===== src/hw/hpd_pkg.sv =====
// Constants of the hub port-disable and power configuration bank
package hpd_pkg;
   // ----------------------------------------------------------------------
   // Register offsets
   // ----------------------------------------------------------------------
   localparam logic [7:0] ADDR_PORT_OFF_SP = 8'h0a;
   localparam logic [7:0] ADDR_PORT_OFF_BP = 8'h0b;
   localparam logic [7:0] ADDR_MAX_DRAW_SP = 8'h0c;
   localparam logic [7:0] ADDR_MAX_DRAW_BP = 8'h0d;

   // ----------------------------------------------------------------------
   // Values after reset
   // ----------------------------------------------------------------------
   localparam logic [7:0] RST_PORT_OFF_SP = 8'h00;
   localparam logic [7:0] RST_PORT_OFF_BP = 8'h00;
   localparam logic [7:0] RST_MAX_DRAW_SP = 8'h00;
   localparam logic [7:0] RST_MAX_DRAW_BP = 8'h32;

   // ----------------------------------------------------------------------
   // Field layout
   // ----------------------------------------------------------------------
   localparam int PORT_FIRST_BIT = 1;
   localparam int DRAW_UNIT_SHIFT = 1;
   localparam int NUM_PORTS = 2;
   localparam int DRAW_MA_W = 9;
endpackage


===== src/hw/hpd_map_if.sv =====
// Carrier between the register bank and the port renumbering logic
`timescale 1ns/100ps
interface hpd_map_if #(
   parameter int NPORT = 2,
   parameter int IDXW = 2
);
   logic [NPORT-1:0] off_mask;
   logic [IDXW-1:0] count;
   logic [NPORT*IDXW-1:0] phys_of_log;

   modport bank (output off_mask, input count, input phys_of_log);
   modport mapper (input off_mask, output count, output phys_of_log);
endinterface


===== src/hw/hpd_port_mapper.sv =====
// Counts enabled ports and packs them into consecutive logical numbers
`timescale 1ns/100ps
module hpd_port_mapper #(
   parameter int NPORT = 2,
   parameter int IDXW = 2
) (
   hpd_map_if.mapper map
);
   // ----------------------------------------------------------------------
   // Renumbering
   // ----------------------------------------------------------------------
   if (NPORT < 1 || (1 << IDXW) <= NPORT) begin : g_bad_idxw
      $error("hpd_port_mapper: IDXW too narrow for NPORT");
   end

   // Logical port k (1 based) lands on the k-th enabled physical port;
   // entries past the count read zero, meaning no physical port.
   always_comb begin
      logic [IDXW-1:0] n;
      n = '0;
      map.phys_of_log = '0;
      for (int p = 0; p < NPORT; p++) begin
         if (!map.off_mask[p]) begin
            map.phys_of_log[n*IDXW +: IDXW] = IDXW'(p + 1);
            n = n + IDXW'(1);
         end
      end
      map.count = n;
   end
endmodule


===== src/hw/hpd_top.sv =====
// Port-disable and max-power configuration bank of a two-port hub
// Operation
// Bits 1 and 2 govern ports; rest reserved
// Zero leaves port usable, one disables it
// Standard mode: flagged ports stay permanently disabled
// Report enabled count and renumber active ports
// Separate disable byte for bus-powered operation
// Internal default: straps choose disabled ports
// Self-powered draw byte counts 2 mA units
// Bus-powered draw byte counts 2 mA units
// Bus-powered draw byte resets to 50
// Programmer keeps self-powered draw within 100 mA
// Compound device: draw includes embedded peripheral
// Renumber select bit: zero standard, one remap; code clears all disable flags when one
// Power mode picks self or bus set
`timescale 1ns/100ps
module hpd_top #(
   parameter int NPORT = hpd_pkg::NUM_PORTS,
   parameter int IDXW = 2
) (
   input wire logic core_clk_i,
   input wire logic nrst_i,
   input wire logic cfg_wr_i,
   input wire logic cfg_rd_i,
   input wire logic [7:0] cfg_addr_i,
   input wire logic [7:0] cfg_wdata_i,
   input wire logic use_default_i,
   input wire logic port_renumber_select_bit_i,
   input wire logic self_powered_i,
   input wire logic [NPORT:1] port_off_strap_pos_i,
   input wire logic [NPORT:1] port_off_strap_neg_i,
   output logic [7:0] cfg_rdata_o,
   output logic cfg_rvalid_o,
   output logic [NPORT:1] port_off_o,
   output logic [IDXW-1:0] port_count_o,
   output logic [NPORT*IDXW-1:0] phys_of_log_o,
   output logic [7:0] max_draw_o,
   output logic [hpd_pkg::DRAW_MA_W-1:0] max_draw_ma_o,
   output logic self_powered_o
);
   if (NPORT + hpd_pkg::PORT_FIRST_BIT > 8) begin : g_bad_nport
      $error("hpd_top: port bits do not fit the byte");
   end

   // ----------------------------------------------------------------------
   // Pin synchronisers
   // ----------------------------------------------------------------------
   // Straps and the power-source level come from pins.
   logic [2*NPORT:0] sync1_q, sync2_q;

   always_ff @(posedge core_clk_i or negedge nrst_i) begin
      if (!nrst_i) begin
         sync1_q <= '0;
         sync2_q <= '0;
      end else begin
         sync1_q <= {self_powered_i, port_off_strap_neg_i,
                     port_off_strap_pos_i};
         sync2_q <= sync1_q;
      end
   end

   logic [NPORT:1] strap_pos, strap_neg;
   logic self_pwr;
   assign strap_pos = sync2_q[NPORT-1:0];
   assign strap_neg = sync2_q[2*NPORT-1:NPORT];
   assign self_pwr = sync2_q[2*NPORT];

   // ----------------------------------------------------------------------
   // Register bank
   // ----------------------------------------------------------------------
   logic [7:0] off_sp_q, off_sp_d;
   logic [7:0] off_bp_q, off_bp_d;
   logic [7:0] draw_sp_q, draw_sp_d;
   logic [7:0] draw_bp_q, draw_bp_d;
   logic [7:0] rdata_q, rdata_d;
   logic rvalid_q, rvalid_d;

   always_comb begin
      off_sp_d = off_sp_q;
      off_bp_d = off_bp_q;
      draw_sp_d = draw_sp_q;
      draw_bp_d = draw_bp_q;
      if (cfg_wr_i) begin
         case (cfg_addr_i)
            hpd_pkg::ADDR_PORT_OFF_SP: off_sp_d = cfg_wdata_i;
            hpd_pkg::ADDR_PORT_OFF_BP: off_bp_d = cfg_wdata_i;
            hpd_pkg::ADDR_MAX_DRAW_SP: draw_sp_d = cfg_wdata_i;
            hpd_pkg::ADDR_MAX_DRAW_BP: draw_bp_d = cfg_wdata_i;
            default: ;
         endcase
      end
      rvalid_d = cfg_rd_i;
      rdata_d = rdata_q;
      if (cfg_rd_i) begin
         case (cfg_addr_i)
            hpd_pkg::ADDR_PORT_OFF_SP: rdata_d = off_sp_q;
            hpd_pkg::ADDR_PORT_OFF_BP: rdata_d = off_bp_q;
            hpd_pkg::ADDR_MAX_DRAW_SP: rdata_d = draw_sp_q;
            hpd_pkg::ADDR_MAX_DRAW_BP: rdata_d = draw_bp_q;
            default: rdata_d = 8'h00;
         endcase
      end
   end

   always_ff @(posedge core_clk_i or negedge nrst_i) begin
      if (!nrst_i) begin
         off_sp_q <= hpd_pkg::RST_PORT_OFF_SP;
         off_bp_q <= hpd_pkg::RST_PORT_OFF_BP;
         draw_sp_q <= hpd_pkg::RST_MAX_DRAW_SP;
         draw_bp_q <= hpd_pkg::RST_MAX_DRAW_BP;
         rdata_q <= 8'h00;
         rvalid_q <= 1'b0;
      end else begin
         off_sp_q <= off_sp_d;
         off_bp_q <= off_bp_d;
         draw_sp_q <= draw_sp_d;
         draw_bp_q <= draw_bp_d;
         rdata_q <= rdata_d;
         rvalid_q <= rvalid_d;
      end
   end

   // ----------------------------------------------------------------------
   // Active disable mask
   // ----------------------------------------------------------------------
   // Only the port bits are picked out; reserved bits are stored but inert.
   function automatic logic [NPORT:1] port_bits(input logic [7:0] r);
      port_bits = r[hpd_pkg::PORT_FIRST_BIT +: NPORT];
   endfunction

   logic [NPORT:1] off_mask;

   always_comb begin
      if (port_renumber_select_bit_i) begin
         off_mask = '0;
      end else if (use_default_i) begin
         // Both strap lines pulled high marks the port as disabled
         off_mask = strap_pos & strap_neg;
      end else if (self_pwr) begin
         off_mask = port_bits(off_sp_q);
      end else begin
         off_mask = port_bits(off_bp_q);
      end
   end

   hpd_map_if #(.NPORT(NPORT), .IDXW(IDXW)) map ();
   assign map.off_mask = off_mask;

   hpd_port_mapper #(.NPORT(NPORT), .IDXW(IDXW)) u_mapper (
      .map(map.mapper)
   );

   // ----------------------------------------------------------------------
   // Reported state
   // ----------------------------------------------------------------------
   function automatic logic [hpd_pkg::DRAW_MA_W-1:0] to_ma(
      input logic [7:0] b);
      to_ma = {1'b0, b} << hpd_pkg::DRAW_UNIT_SHIFT;
   endfunction

   // Map with every port enabled, so the reset map agrees with the count
   function automatic logic [NPORT*IDXW-1:0] ident_map(input int np);
      ident_map = '0;
      for (int k = 0; k < np; k++) begin
         ident_map[k*IDXW +: IDXW] = IDXW'(k + 1);
      end
   endfunction

   localparam logic [NPORT*IDXW-1:0] MAP_IDENT = ident_map(NPORT);

   logic [NPORT:1] port_off_d;
   logic [IDXW-1:0] count_d;
   logic [NPORT*IDXW-1:0] map_d;
   logic [7:0] draw_d;
   logic [hpd_pkg::DRAW_MA_W-1:0] draw_ma_d;

   always_comb begin
      port_off_d = off_mask;
      count_d = map.count;
      map_d = map.phys_of_log;
      // Draw figure follows the power mode the hub currently runs in
      draw_d = self_pwr ? draw_sp_q : draw_bp_q;
      draw_ma_d = self_pwr ? to_ma(draw_sp_q) : to_ma(draw_bp_q);
   end

   always_ff @(posedge core_clk_i or negedge nrst_i) begin
      if (!nrst_i) begin
         port_off_o <= '0;
         port_count_o <= IDXW'(NPORT);
         phys_of_log_o <= MAP_IDENT;
         max_draw_o <= 8'h00;
         max_draw_ma_o <= '0;
         self_powered_o <= 1'b0;
      end else begin
         port_off_o <= port_off_d;
         port_count_o <= count_d;
         phys_of_log_o <= map_d;
         max_draw_o <= draw_d;
         max_draw_ma_o <= draw_ma_d;
         self_powered_o <= self_pwr;
      end
   end

   assign cfg_rdata_o = rdata_q;
   assign cfg_rvalid_o = rvalid_q;
endmodule


===== config.mk =====
export PLATFORM = sky130hd
export DESIGN_NAME = hpd_top
export DESIGN_NICKNAME = d
export VERILOG_FILES = /design/src/hw/hpd_pkg.sv /design/src/hw/hpd_map_if.sv /design/src/hw/hpd_port_mapper.sv /design/src/hw/hpd_top.sv
export SDC_FILE = /design/constraint.sdc
export NUM_CORES = 1
export LEC_CHECK = 0
export BUFFER_PORTS_ARGS = -buffer_cell sky130_fd_sc_hd__buf_4
export CELL_PAD_IN_SITES_DETAIL_PLACEMENT = 1
export CELL_PAD_IN_SITES_GLOBAL_PLACEMENT = 1
export CORE_ASPECT_RATIO = 1.5
export CORE_UTILIZATION = 47
export DETAILED_ROUTE_END_ITERATION = 7
export PLACE_DENSITY_LB_ADDON = 0.3
export SLEW_MARGIN = 20
export SYNTH_ARGS = -nofsm -noshare
export SYNTH_HDL_FRONTEND = slang
export SYNTH_SLANG_ARGS = --single-unit
export TNS_END_PERCENT = 20

===== constraint.sdc =====
create_clock -name core_clk_i -period 3.9 [get_ports core_clk_i]
set_input_delay 0.39 -clock core_clk_i [delete_from_list [all_inputs] [get_ports core_clk_i]]
set_output_delay 0.39 -clock core_clk_i [all_outputs]
set_load 0.01 [all_outputs]

==> flow_metrics.env, run 1 <==
export IMPL_required_ps=4110
export IMPL_place_area_mm2=0.00321
export IMPL_grt_use_total=0.224
export IMPL_initial_core_util=0.484
export IMPL_rsz0062_at_grt="false"
export IMPL_critPathArrivalTime_ps=2240
export IMPL_clk_pin_slew_ps=70
export IMPL_via_per_inst=5.34
export IMPL_slowest_delay_ps=680
export IMPL_drive_above_1_share=0.502
export IMPL_post_cts_buffers=0
export IMPL_grt_pass1_wl_um=10100
export IMPL_dpl_hpwl_um=4240
export IMPL_cts_buffers=9
export IMPL_fillCellCount=595
export IMPL_diodes=0
export IMPL_postSynthAreaPerCell_um2=14.7
export IMPL_ant_nets=0
export IMPL_setup_viol=0
export IMPL_synth_top_area_cell="dfrtp_1"
export IMPL_hold_path_class="in -> async"
export IMPL_seq_area_frac_synth=0.592
export IMPL_row_count=34
export IMPL_finalClockSkew_ps=6.01
export IMPL_p_leak_nw=1.68
export IMPL_yosysWarnings=0
export IMPL_worst_setup_path_type="in -> reg"
export IMPL_worst_pin_slew_ps=824
export IMPL_vias=1705
export IMPL_io_buffers=59
export IMPL_drc_errors=0
export IMPL_drtPass1Iterations=4
export IMPL_tns_ps=0
export IMPL_die_y_um=96.6
export IMPL_dieArea_mm2=0.00628
export IMPL_cts_buffer_depth=2
export IMPL_clock_latency_ps=330
export IMPL_synthFlopType="dfrtp_1"
export IMPL_drv_slew=0
export IMPL_cpMaxStageDelayCell="or4b_1"
export IMPL_fin_area_mm2=0.00338
export IMPL_power_density_mw_per_mm2=401
export IMPL_htreeDepth=3
export IMPL_fin_nets=271
export IMPL_grt_max_degree=67
export IMPL_cts_root_buffer="clkbuf_8"
export IMPL_synth_seq_cells=66
export IMPL_cap_viol_max_count=0
export IMPL_cts_resized=0
export IMPL_async_reset_ff_frac=1.00
export IMPL_core_area_mm2=0.00579
export IMPL_endpoint_kind="register"
export IMPL_yosys_top_cells_count="61 x dfrtp_1, 32 x mux2_2, 16 x mux2i_1, 11 x buf_4, 9 x inv_1"
export IMPL_fmax_mhz=494
export IMPL_routed_wl_um=6120
export IMPL_cp_cell_sequence="buf_4 > or4b_1 > nor4_4 > mux2_2"
export IMPL_gp_congestion=0.712
export IMPL_overflow=0
export IMPL_relSlewSlack=0.451
export IMPL_cts_sinks=66
export IMPL_synthTopCellsByArea="dfrtp_1 54%, mux2_2 13%, mux2i_1 5.7%, dfstp_2 4.7%, mux2_4 4.3%"
export IMPL_synth_area_mm2=0.00280
export IMPL_synth_most_common_cell="dfrtp_1"
export IMPL_power_mw=1.36
export IMPL_ioPinCount=62
export IMPL_drt_initial_drc_count=56
export IMPL_antenna_found_initial=0
export IMPL_synth_cell_types=25
export IMPL_status="complete, no violations"
export IMPL_holdBufCountCts=0
export IMPL_syn2layout_area_growth_pct=20.7
export IMPL_ir_worst_vdd_mv=0.265
export IMPL_grt_pass1_vias=1937
export IMPL_finalCritPeriodShare=0.519
export IMPL_postSynthCellCount=191
export IMPL_cts_tree="done"
export IMPL_cp_start_kind="primary input"
export IMPL_avgRoutedWirePerCell_um=19.2
export IMPL_die_w_um=65.1
export IMPL_hold_violations=0
export IMPL_fin_crit_ps=2020
export IMPL_synth_top_cell_area_share=0.545
export IMPL_synth_edff_count=0
export IMPL_worstPathMaxFanout=8
## kinds of logic (layout without fill, tap and decap cells)
group	after synthesis	count (layout)	share of synthesized area
compound gates	23	23	0.0630
fa+ha+maj	2	2	0.00893
buf+inv	29	84	0.0571
flops	66	66	0.592
mux	56	56	0.229
other cells	1	2	0.00134
simple gates	14	14	0.0496
## routing by layer
layer	global-route usage	part of all wire	vias up
met3	0.0434	0.035	8
met1	0.265	0.40	887
met4	0.0924	0.013	0
li1	-	-	766
met5	0	0	-
met2	0.398	0.55	44
## area by class of cell
type | instances | area, um2 | area share
inverters | 9 | 33.8 | 0.00999
multi-input cells | 97 | 988 | 0.292
repair buffers | 59 | 443 | 0.131
clock buffers | 10 | 138 | 0.0407
flip-flops and latches | 66 | 1660 | 0.490
clock inverters | 6 | 32.5 | 0.00962
well taps | 72 | 90.1 | 0.0266
## power by group
part,total [mW],switching (mW),internal (mW)
clock,0.490,0.248,0.242
sequential,0.737,0.0197,0.717
combinational,0.131,0.0646,0.0661
total,1.36,0.333,1.02
## stage by stage
stage / hold WS [ps] / utilization / setup WS [ps] / cells
global route: 149 / 0.585 / 1820 / 319
finish: 142 / 0.585 / 1880 / 319
floorplan: 94.4 / - / 1790 / 192
detailed placement: 336 / 0.555 / 1520 / 303
global placement: 334 / 0.555 / 1510 / 303
CTS: 158 / 0.585 / 1870 / 319
## placed cells by master, fill, tap and decap left out, types with 4 or more instances in the layout
cell and count:
buf_4 59, clkbuf_8 10, dfstp_2 5, o22ai_1 8, clkinv_2 5, o22a_1 8
dfrtp_1 61, mux2i_1 16, mux2_2 32, a211oi_1 4, inv_1 9, mux2_4 8
## final timing paths
check | startpoint | to | slack, ps | depth (start not counted)
min | nrst_i | sync1_q[2]$_DFF_PN0_ | 140 | 1
max in group asynchronous | nrst_i | off_sp_q[0]$_DFFE_PN0P_ | 3210 | 1
min reg2reg | sync1_q[2]$_DFF_PN0_ | sync2_q[2]$_DFF_PN0_ | 350 | 0
max | cfg_addr_i[4] | off_sp_q[3]$_DFFE_PN0P_ | 1880 | 4
min in group core_clk_i | port_off_strap_neg_i[2] | sync1_q[3]$_DFF_PN0_ | 160 | 1
max reg2reg | sync2_q[4]$_DFF_PN0_ | port_count_o[0]$_DFF_PN0_ | 2140 | 4
## worst max-delay path: cells and delay by family
family                 cells  cell delay [ps]
buffers and inverters      1              110
and+or+nand+nor            2             1320
muxes                      1              410
## sequential cells by signal (all words and copies together), names as in the netlist
name and count:
draw_bp_q 8, sync1_q 5, max_draw_ma_o 8, draw_sp_q 8
port_count_o 1, port_off_o 2, off_bp_q 8, off_sp_q 8
phys_of_log_o 3, cfg_rvalid_o 1, self_powered_o 1, sync2_q 5
cfg_rdata_o 8
(Power assumes the default switching activity.)
==> inputs of run 2 (changes only) <==
--- a/config.mk
+++ b/config.mk
@@ -9,7 +9,7 @@
 export CELL_PAD_IN_SITES_DETAIL_PLACEMENT = 1
 export CELL_PAD_IN_SITES_GLOBAL_PLACEMENT = 1
 export CORE_ASPECT_RATIO = 1.5
-export CORE_UTILIZATION = 47
+export CORE_UTILIZATION = 43
 export DETAILED_ROUTE_END_ITERATION = 7
 export PLACE_DENSITY_LB_ADDON = 0.3
 export SLEW_MARGIN = 20
==> constraint.sdc (replaced) <==
create_clock -name core_clk_i -period 1.95 [get_ports core_clk_i]
set_input_delay 0.195 -clock core_clk_i [delete_from_list [all_inputs] [get_ports core_clk_i]]
set_output_delay 0.195 -clock core_clk_i [all_outputs]
set_load 0.01 [all_outputs]
==> run 2 against run 1 <==
Clock-buffer cell count is 3 higher. First-iteration DRC count down 5.4%. Design area is 5.5% higher. Sequential power up 99%. Sequential share of layout area down 2.6 points. Die area up 9.1%. Critical path depth stayed put. Largest power group unchanged. Highest routed layer unchanged.
==> flow_metrics.env, run 2 (same netlist as run 1, synthesis figures left out) <==
export IMPL_status="complete, no violations"
export IMPL_routed_wl_um=6150
export IMPL_gp_congestion=0.768
export IMPL_grt_use_total=0.212
export IMPL_diodes=0
export IMPL_cts_tree="done"
export IMPL_finish_utilization=0.574
export IMPL_grt_pass1_wl_um=10200
export IMPL_power_mw=2.86
export IMPL_avgRoutedWirePerCell_um=18.0
export IMPL_p_leak_nw=1.77
export IMPL_relSlewSlack=0.457
export IMPL_cpMaxStageDelayCell="or4_4"
export IMPL_htreeDepth=3
export IMPL_worstPathMaxFanout=8
export IMPL_via_per_inst=5.13
export IMPL_ant_nets=0
export IMPL_worst_setup_path_type="in -> reg"
export IMPL_clk_pin_slew_ps=70
export IMPL_cp_cell_sequence="buf_4 > or4b_1 > or4_4 > mux2_4"
export IMPL_worst_pin_slew_ps=814
export IMPL_tns_ps=0
export IMPL_drv_slew=0
export IMPL_endpoint_kind="register"
export IMPL_rsz0062_at_grt="false"
export IMPL_cp_start_kind="primary input"
export IMPL_slowest_delay_ps=610
export IMPL_dpl_hpwl_um=4380
export IMPL_grt_max_degree=67
export IMPL_path_buf_inv=1
export IMPL_die_w_um=67.9
export IMPL_critPathTopFamily="simple AND/OR/NAND/NOR gates"
export IMPL_hold_violations=0
export IMPL_drc_errors=0
export IMPL_fmax_mhz=631
export IMPL_fin_area_mm2=0.00357
export IMPL_cts_sinks=66
export IMPL_final_cell_mix="73 x buf_4, 61 x dfrtp_1, 32 x mux2_2, 16 x mux2i_1, 10 x clkbuf_8"
export IMPL_drtPass1Iterations=5
export IMPL_finalCritPeriodShare=0.813
export IMPL_required_ps=2170
export IMPL_cts_resized=0
export IMPL_initial_core_util=0.451
export IMPL_ir_worst_vdd_mv=0.457
export IMPL_place_area_mm2=0.00332
export IMPL_clock_latency_ps=340
export IMPL_cts_root_buffer="clkbuf_8"
export IMPL_cts_buffers=9
export IMPL_rrSetupSlack_ps=410
export IMPL_dieArea_mm2=0.00685
export IMPL_die_y_um=101
export IMPL_layout_commonest_cell="buf_4"
export IMPL_power_density_mw_per_mm2=802
export IMPL_row_count=35
export IMPL_globalRouteMet2Util=0.358
export IMPL_fin_crit_ps=1580
export IMPL_use_met1=0.245
export IMPL_hold_start="port_renumber_select_bit_i"
export IMPL_busiest_layer="met2"
export IMPL_cap_viol_max_count=0
export IMPL_drive_above_1_share=0.506
export IMPL_antenna_found_initial=0
export IMPL_cts_buffer_depth=2
export IMPL_syn2layout_area_growth_pct=27.4
export IMPL_finalClockSkew_ps=7.40
export IMPL_drt_initial_drc_count=53
export IMPL_vias=1751
export IMPL_grt_util_met3=0.0588
export IMPL_io_buffers=59
export IMPL_critPathArrivalTime_ps=1800
export IMPL_grt_pass1_vias=1984
export IMPL_core_area_mm2=0.00622
export IMPL_crit_start="cfg_addr_i[4]"
export IMPL_ioPinCount=62
export IMPL_fillCellCount=631
export IMPL_setup_viol=0
export IMPL_overflow=0
export IMPL_fin_nets=291
export IMPL_hold_path_class="in -> reg"
export IMPL_worstReg2RegStart="sync2_q[4]$_DFF_PN0_"
run 2: final cells by class:
cell class / count / area, um2 / area share
multi-input combinational: 97 / 988 / 0.277
clock inverter: 3 / 40.0 / 0.0112
timing repair buffer: 79 / 608 / 0.170
tap: 74 / 92.6 / 0.0259
inverter: 9 / 33.8 / 0.00946
clock buffer: 13 / 149 / 0.0417
sequential: 66 / 1660 / 0.464
run 2: worst paths after layout:
check / end / depth (start not counted)
max: off_bp_q[0]$_DFFE_PN0P_ / 4
min: port_off_o[2]$_DFF_PN0_ / 2
max reg2reg: port_count_o[0]$_DFF_PN0_ / 4
min reg2reg: sync2_q[4]$_DFF_PN0_ / 0
max in group asynchronous: off_sp_q[3]$_DFFE_PN0P_ / 2
min in group asynchronous: sync2_q[2]$_DFF_PN0_ / 2
run 2: power breakdown:
part	switching [mW]	leakage [nW]	internal (mW)	total, mW
logic	0.134	0.811	0.149	0.283
clock network	0.487	0.0974	0.623	1.11
registers	0.0362	0.867	1.43	1.47
total	0.658	1.77	2.21	2.86
run 2: layer usage:
layer  part of all wire  vias to the layer above  wire [um]
li1                   -                      808          -
met1               0.40                      894       2460
met2               0.54                       42       3350
met3              0.037                        7        225
met4              0.019                        0        116
met5                  0                        -          0
run 2: what timing repair did:
item,4_1_cts,5_1_grt
setup endpoints to repair,0,0
hold endpoints to repair,66,0
buffers inserted,0,0
hold buffers,6,0
run 2: through the flow:
stage,worst slack [ps],cells,hold WS [ps]
2_1_floorplan,37.2,192,-101
3_5_place_dp,3.90,319,306
6_report,366,341,65.0
5_1_grt,275,341,50.6
3_3_place_gp,40.7,319,304
4_1_cts,371,341,55.5
==> inputs of run 3 (changes only) <==
--- a/config.mk
+++ b/config.mk
@@ -5,11 +5,12 @@
 export SDC_FILE = /design/constraint.sdc
 export NUM_CORES = 1
 export LEC_CHECK = 0
+export ABC_AREA = 1
 export BUFFER_PORTS_ARGS = -buffer_cell sky130_fd_sc_hd__buf_4
 export CELL_PAD_IN_SITES_DETAIL_PLACEMENT = 1
 export CELL_PAD_IN_SITES_GLOBAL_PLACEMENT = 1
 export CORE_ASPECT_RATIO = 1.5
-export CORE_UTILIZATION = 43
+export CORE_UTILIZATION = 37
 export DETAILED_ROUTE_END_ITERATION = 7
 export PLACE_DENSITY_LB_ADDON = 0.3
 export SLEW_MARGIN = 20
==> constraint.sdc (replaced) <==
create_clock -name core_clk_i -period 1.45 [get_ports core_clk_i]
set_input_delay 0.145 -clock core_clk_i [delete_from_list [all_inputs] [get_ports core_clk_i]]
set_output_delay 0.145 -clock core_clk_i [all_outputs]
set_load 0.01 [all_outputs]
==> run 3 against run 2 <==
Utilization is 8.0 points lower. Largest cell class unchanged. Register-to-register slack worse by 160 ps. Die area is 20% higher. Clock power is 93% higher.
==> flow_metrics.env, run 3 <==
export IMPL_cts_root_buffer="clkbuf_16"
export IMPL_yosys_top_cells_count="80 x nand2_1, 61 x dfrtp_1, 34 x nand3_1, 34 x o21ai_1, 29 x inv_1"
export IMPL_cpMaxStageDelayCell="dfrtp_1"
export IMPL_dpl_cell_count=451
export IMPL_final_setup_worst_slack_ps=249
export IMPL_ff2ff_path_depth=6
export IMPL_fin_nets=396
export IMPL_ioPinCount=62
export IMPL_worst_setup_path_type="reg -> reg"
export IMPL_synth_edff_count=0
export IMPL_io_buffers=59
export IMPL_grt_use_total=0.203
export IMPL_postSynthAreaPerCell_um2=9.65
export IMPL_cts_buffers=9
export IMPL_synthFlopType="dfrtp_1"
export IMPL_diodes=0
export IMPL_drv_slew=0
export IMPL_place_area_mm2=0.00340
export IMPL_synth_compound_area_frac=0.0974
export IMPL_postSynthCellCount=301
export IMPL_cp_num_cells=6
export IMPL_final_cells=474
export IMPL_p_leak_nw=1.97
export IMPL_synth_cell_types=21
export IMPL_cp_start_kind="register"
export IMPL_hold_violations=0
export IMPL_drc_errors=0
export IMPL_synth_top_cell_area_share=0.526
export IMPL_vias=2265
export IMPL_busiest_layer="met2"
export IMPL_die_y_um=111
export IMPL_synth_most_common_cell="nand2_1"
export IMPL_slowest_delay_ps=350
export IMPL_fin_area_mm2=0.00376
export IMPL_p_sw_mw=1.07
export IMPL_antenna_found_initial=0
export IMPL_cts_resized=0
export IMPL_finish_utilization=0.494
export IMPL_place_ws_ps=95.9
export IMPL_die_w_um=74.3
export IMPL_path_buf_inv=1
export IMPL_fillCellCount=899
export IMPL_ant_nets=0
export IMPL_synth_xor_area_frac=0
export IMPL_cts_sinks=66
export IMPL_cp_cell_sequence="inv_2 > a21oi_1 > o21ai_1 > nand2_1 > nand2_1 > ha_1"
export IMPL_synth_area_mm2=0.00290
export IMPL_htreeDepth=3
export IMPL_grt_max_degree=26
export IMPL_row_count=39
export IMPL_switching_share=0.232
export IMPL_gp_congestion=0.755
export IMPL_globalRouteMet2Util=0.354
export IMPL_seq_area_frac_synth=0.571
export IMPL_critPathArrivalTime_ps=1420
export IMPL_power_density_mw_per_mm2=1220
export IMPL_finalClockSkew_ps=4.04
export IMPL_p_int_mw=3.53
export IMPL_status="complete, no violations"
export IMPL_finalCritPeriodShare=0.828
export IMPL_dpl_hpwl_um=5170
export IMPL_endpoint_kind="register"
export IMPL_cpMostUsedCell="nand2_1"
export IMPL_synth_top_family_by_area="simple AND/OR/NAND/NOR gates"
export IMPL_via_per_inst=4.78
export IMPL_p_clk_frac=0.465
export IMPL_synthTopCellsByArea="dfrtp_1 53%, nand2_1 10%, nand3_1 5.9%, o21ai_1 5.9%, dfstp_2 4.5%"
export IMPL_avgRoutedWirePerCell_um=15.3
export IMPL_critPathTopFamily="flip-flops"
export IMPL_drtPass1Iterations=4
export IMPL_drive_above_1_share=0.280
export IMPL_power_frac_comb=0.096
export IMPL_ir_worst_vdd_mv=0.933
export IMPL_rsz0062_at_grt="false"
export IMPL_synth_top_area_cell="dfrtp_1"
export IMPL_worstPathMaxFanout=4
export IMPL_grt_pass1_wl_um=12000
export IMPL_async_reset_ff_frac=1.00
export IMPL_fin_crit_ps=1200
export IMPL_layout_commonest_cell="nand2_1"
export IMPL_power_mw=4.60
export IMPL_cap_viol_max_count=0
export IMPL_clk_pin_slew_ps=50
export IMPL_clock_latency_ps=340
export IMPL_use_met1=0.216
export IMPL_syn2layout_area_growth_pct=29.6
export IMPL_setup_viol=0
export IMPL_yosys_area_share_simple=0.229
export IMPL_fmax_mhz=833
export IMPL_synth_seq_cells=66
export IMPL_tns_ps=0
export IMPL_whs_ps=25.9
export IMPL_cts_buffer_depth=2
export IMPL_cts_tree="done"
export IMPL_dieArea_mm2=0.00821
export IMPL_overflow=0
export IMPL_yosysWarnings=0
export IMPL_required_ps=1670
export IMPL_initial_core_util=0.381
export IMPL_grt_util_met3=0.0593
export IMPL_synthMuxAreaShare=0
export IMPL_final_cell_mix="80 x nand2_1, 64 x buf_4, 61 x dfrtp_1, 34 x o21ai_1, 34 x nand3_1"
export IMPL_drt_initial_drc_count=89
export IMPL_routed_wl_um=7230
export IMPL_multi_input_area_um2=980
export IMPL_synthAdderAreaFrac=0.00862
export IMPL_seq_power_share=0.439
export IMPL_rrSetupSlack_ps=250
export IMPL_hold_path_class="in -> reg"
export IMPL_hold_path_depth=3
export IMPL_core_area_mm2=0.00761
export IMPL_grt_pass1_vias=2484
export IMPL_regArea_mm2=0.00166
run 3: cell type report:
| type | count | area share |
|---|---|---|
| Inverter | 31 | 0.0309 |
| Tap cell | 102 | 0.0339 |
| Clock buffer | 13 | 0.0665 |
| Clock inverter | 3 | 0.0106 |
| Sequential cell | 66 | 0.441 |
| Multi-Input combinational cell | 186 | 0.260 |
| Timing Repair Buffer | 73 | 0.157 |
run 3: repair_timing:
action | 4_1_cts | 5_1_grt
buffers inserted | 0 | 0
hold buffers | 7 | 0
hold endpoints to repair | 41 | 0
run 3: routing by layer:
metal	share of wire	wire length, um
met4	0.028	206
met5	0	0
met3	0.033	237
met1	0.37	2680
met2	0.57	4110
run 3: logic make-up (layout without fill, tap and decap cells):
group,Yosys count,count (layout)
compound gates,52,52
fa+ha+maj,2,2
buf+inv,50,120
flops,66,66
other cells,1,2
simple gates,130,130
run 3: worst register-to-register path, delay by kind of cell, from the launching register on:
family / cells / cell delay, ps
flops: 1 / 350
fa+ha+maj: 1 / 290
compound gates: 2 / 200
simple gates: 2 / 180
buf+inv: 1 / 70
run 3: power groups by stage:
stage	sequential [mW]	combinational, mW	clock [mW]
floorplan	2.05	0.194	0
detailed placement	2.05	0.435	0
CTS	2.02	0.454	2.19
global route	2.03	0.491	2.26
global placement	2.05	0.424	0
finish	2.02	0.443	2.14
run 3: final timing paths:
path | startpoint | to
hold reg to reg | sync1_q[4]$_DFF_PN0_ | sync2_q[4]$_DFF_PN0_
min in group asynchronous | nrst_i | max_draw_ma_o[7]$_DFF_PN0_
setup / recovery | sync2_q[4]$_DFF_PN0_ | port_count_o[0]$_DFF_PN0_
max in group asynchronous | nrst_i | draw_bp_q[4]$_DFFE_PN1P_
hold / removal | cfg_wdata_i[5] | draw_bp_q[5]$_DFFE_PN1P_
setup reg to reg | sync2_q[4]$_DFF_PN0_ | port_count_o[0]$_DFF_PN0_
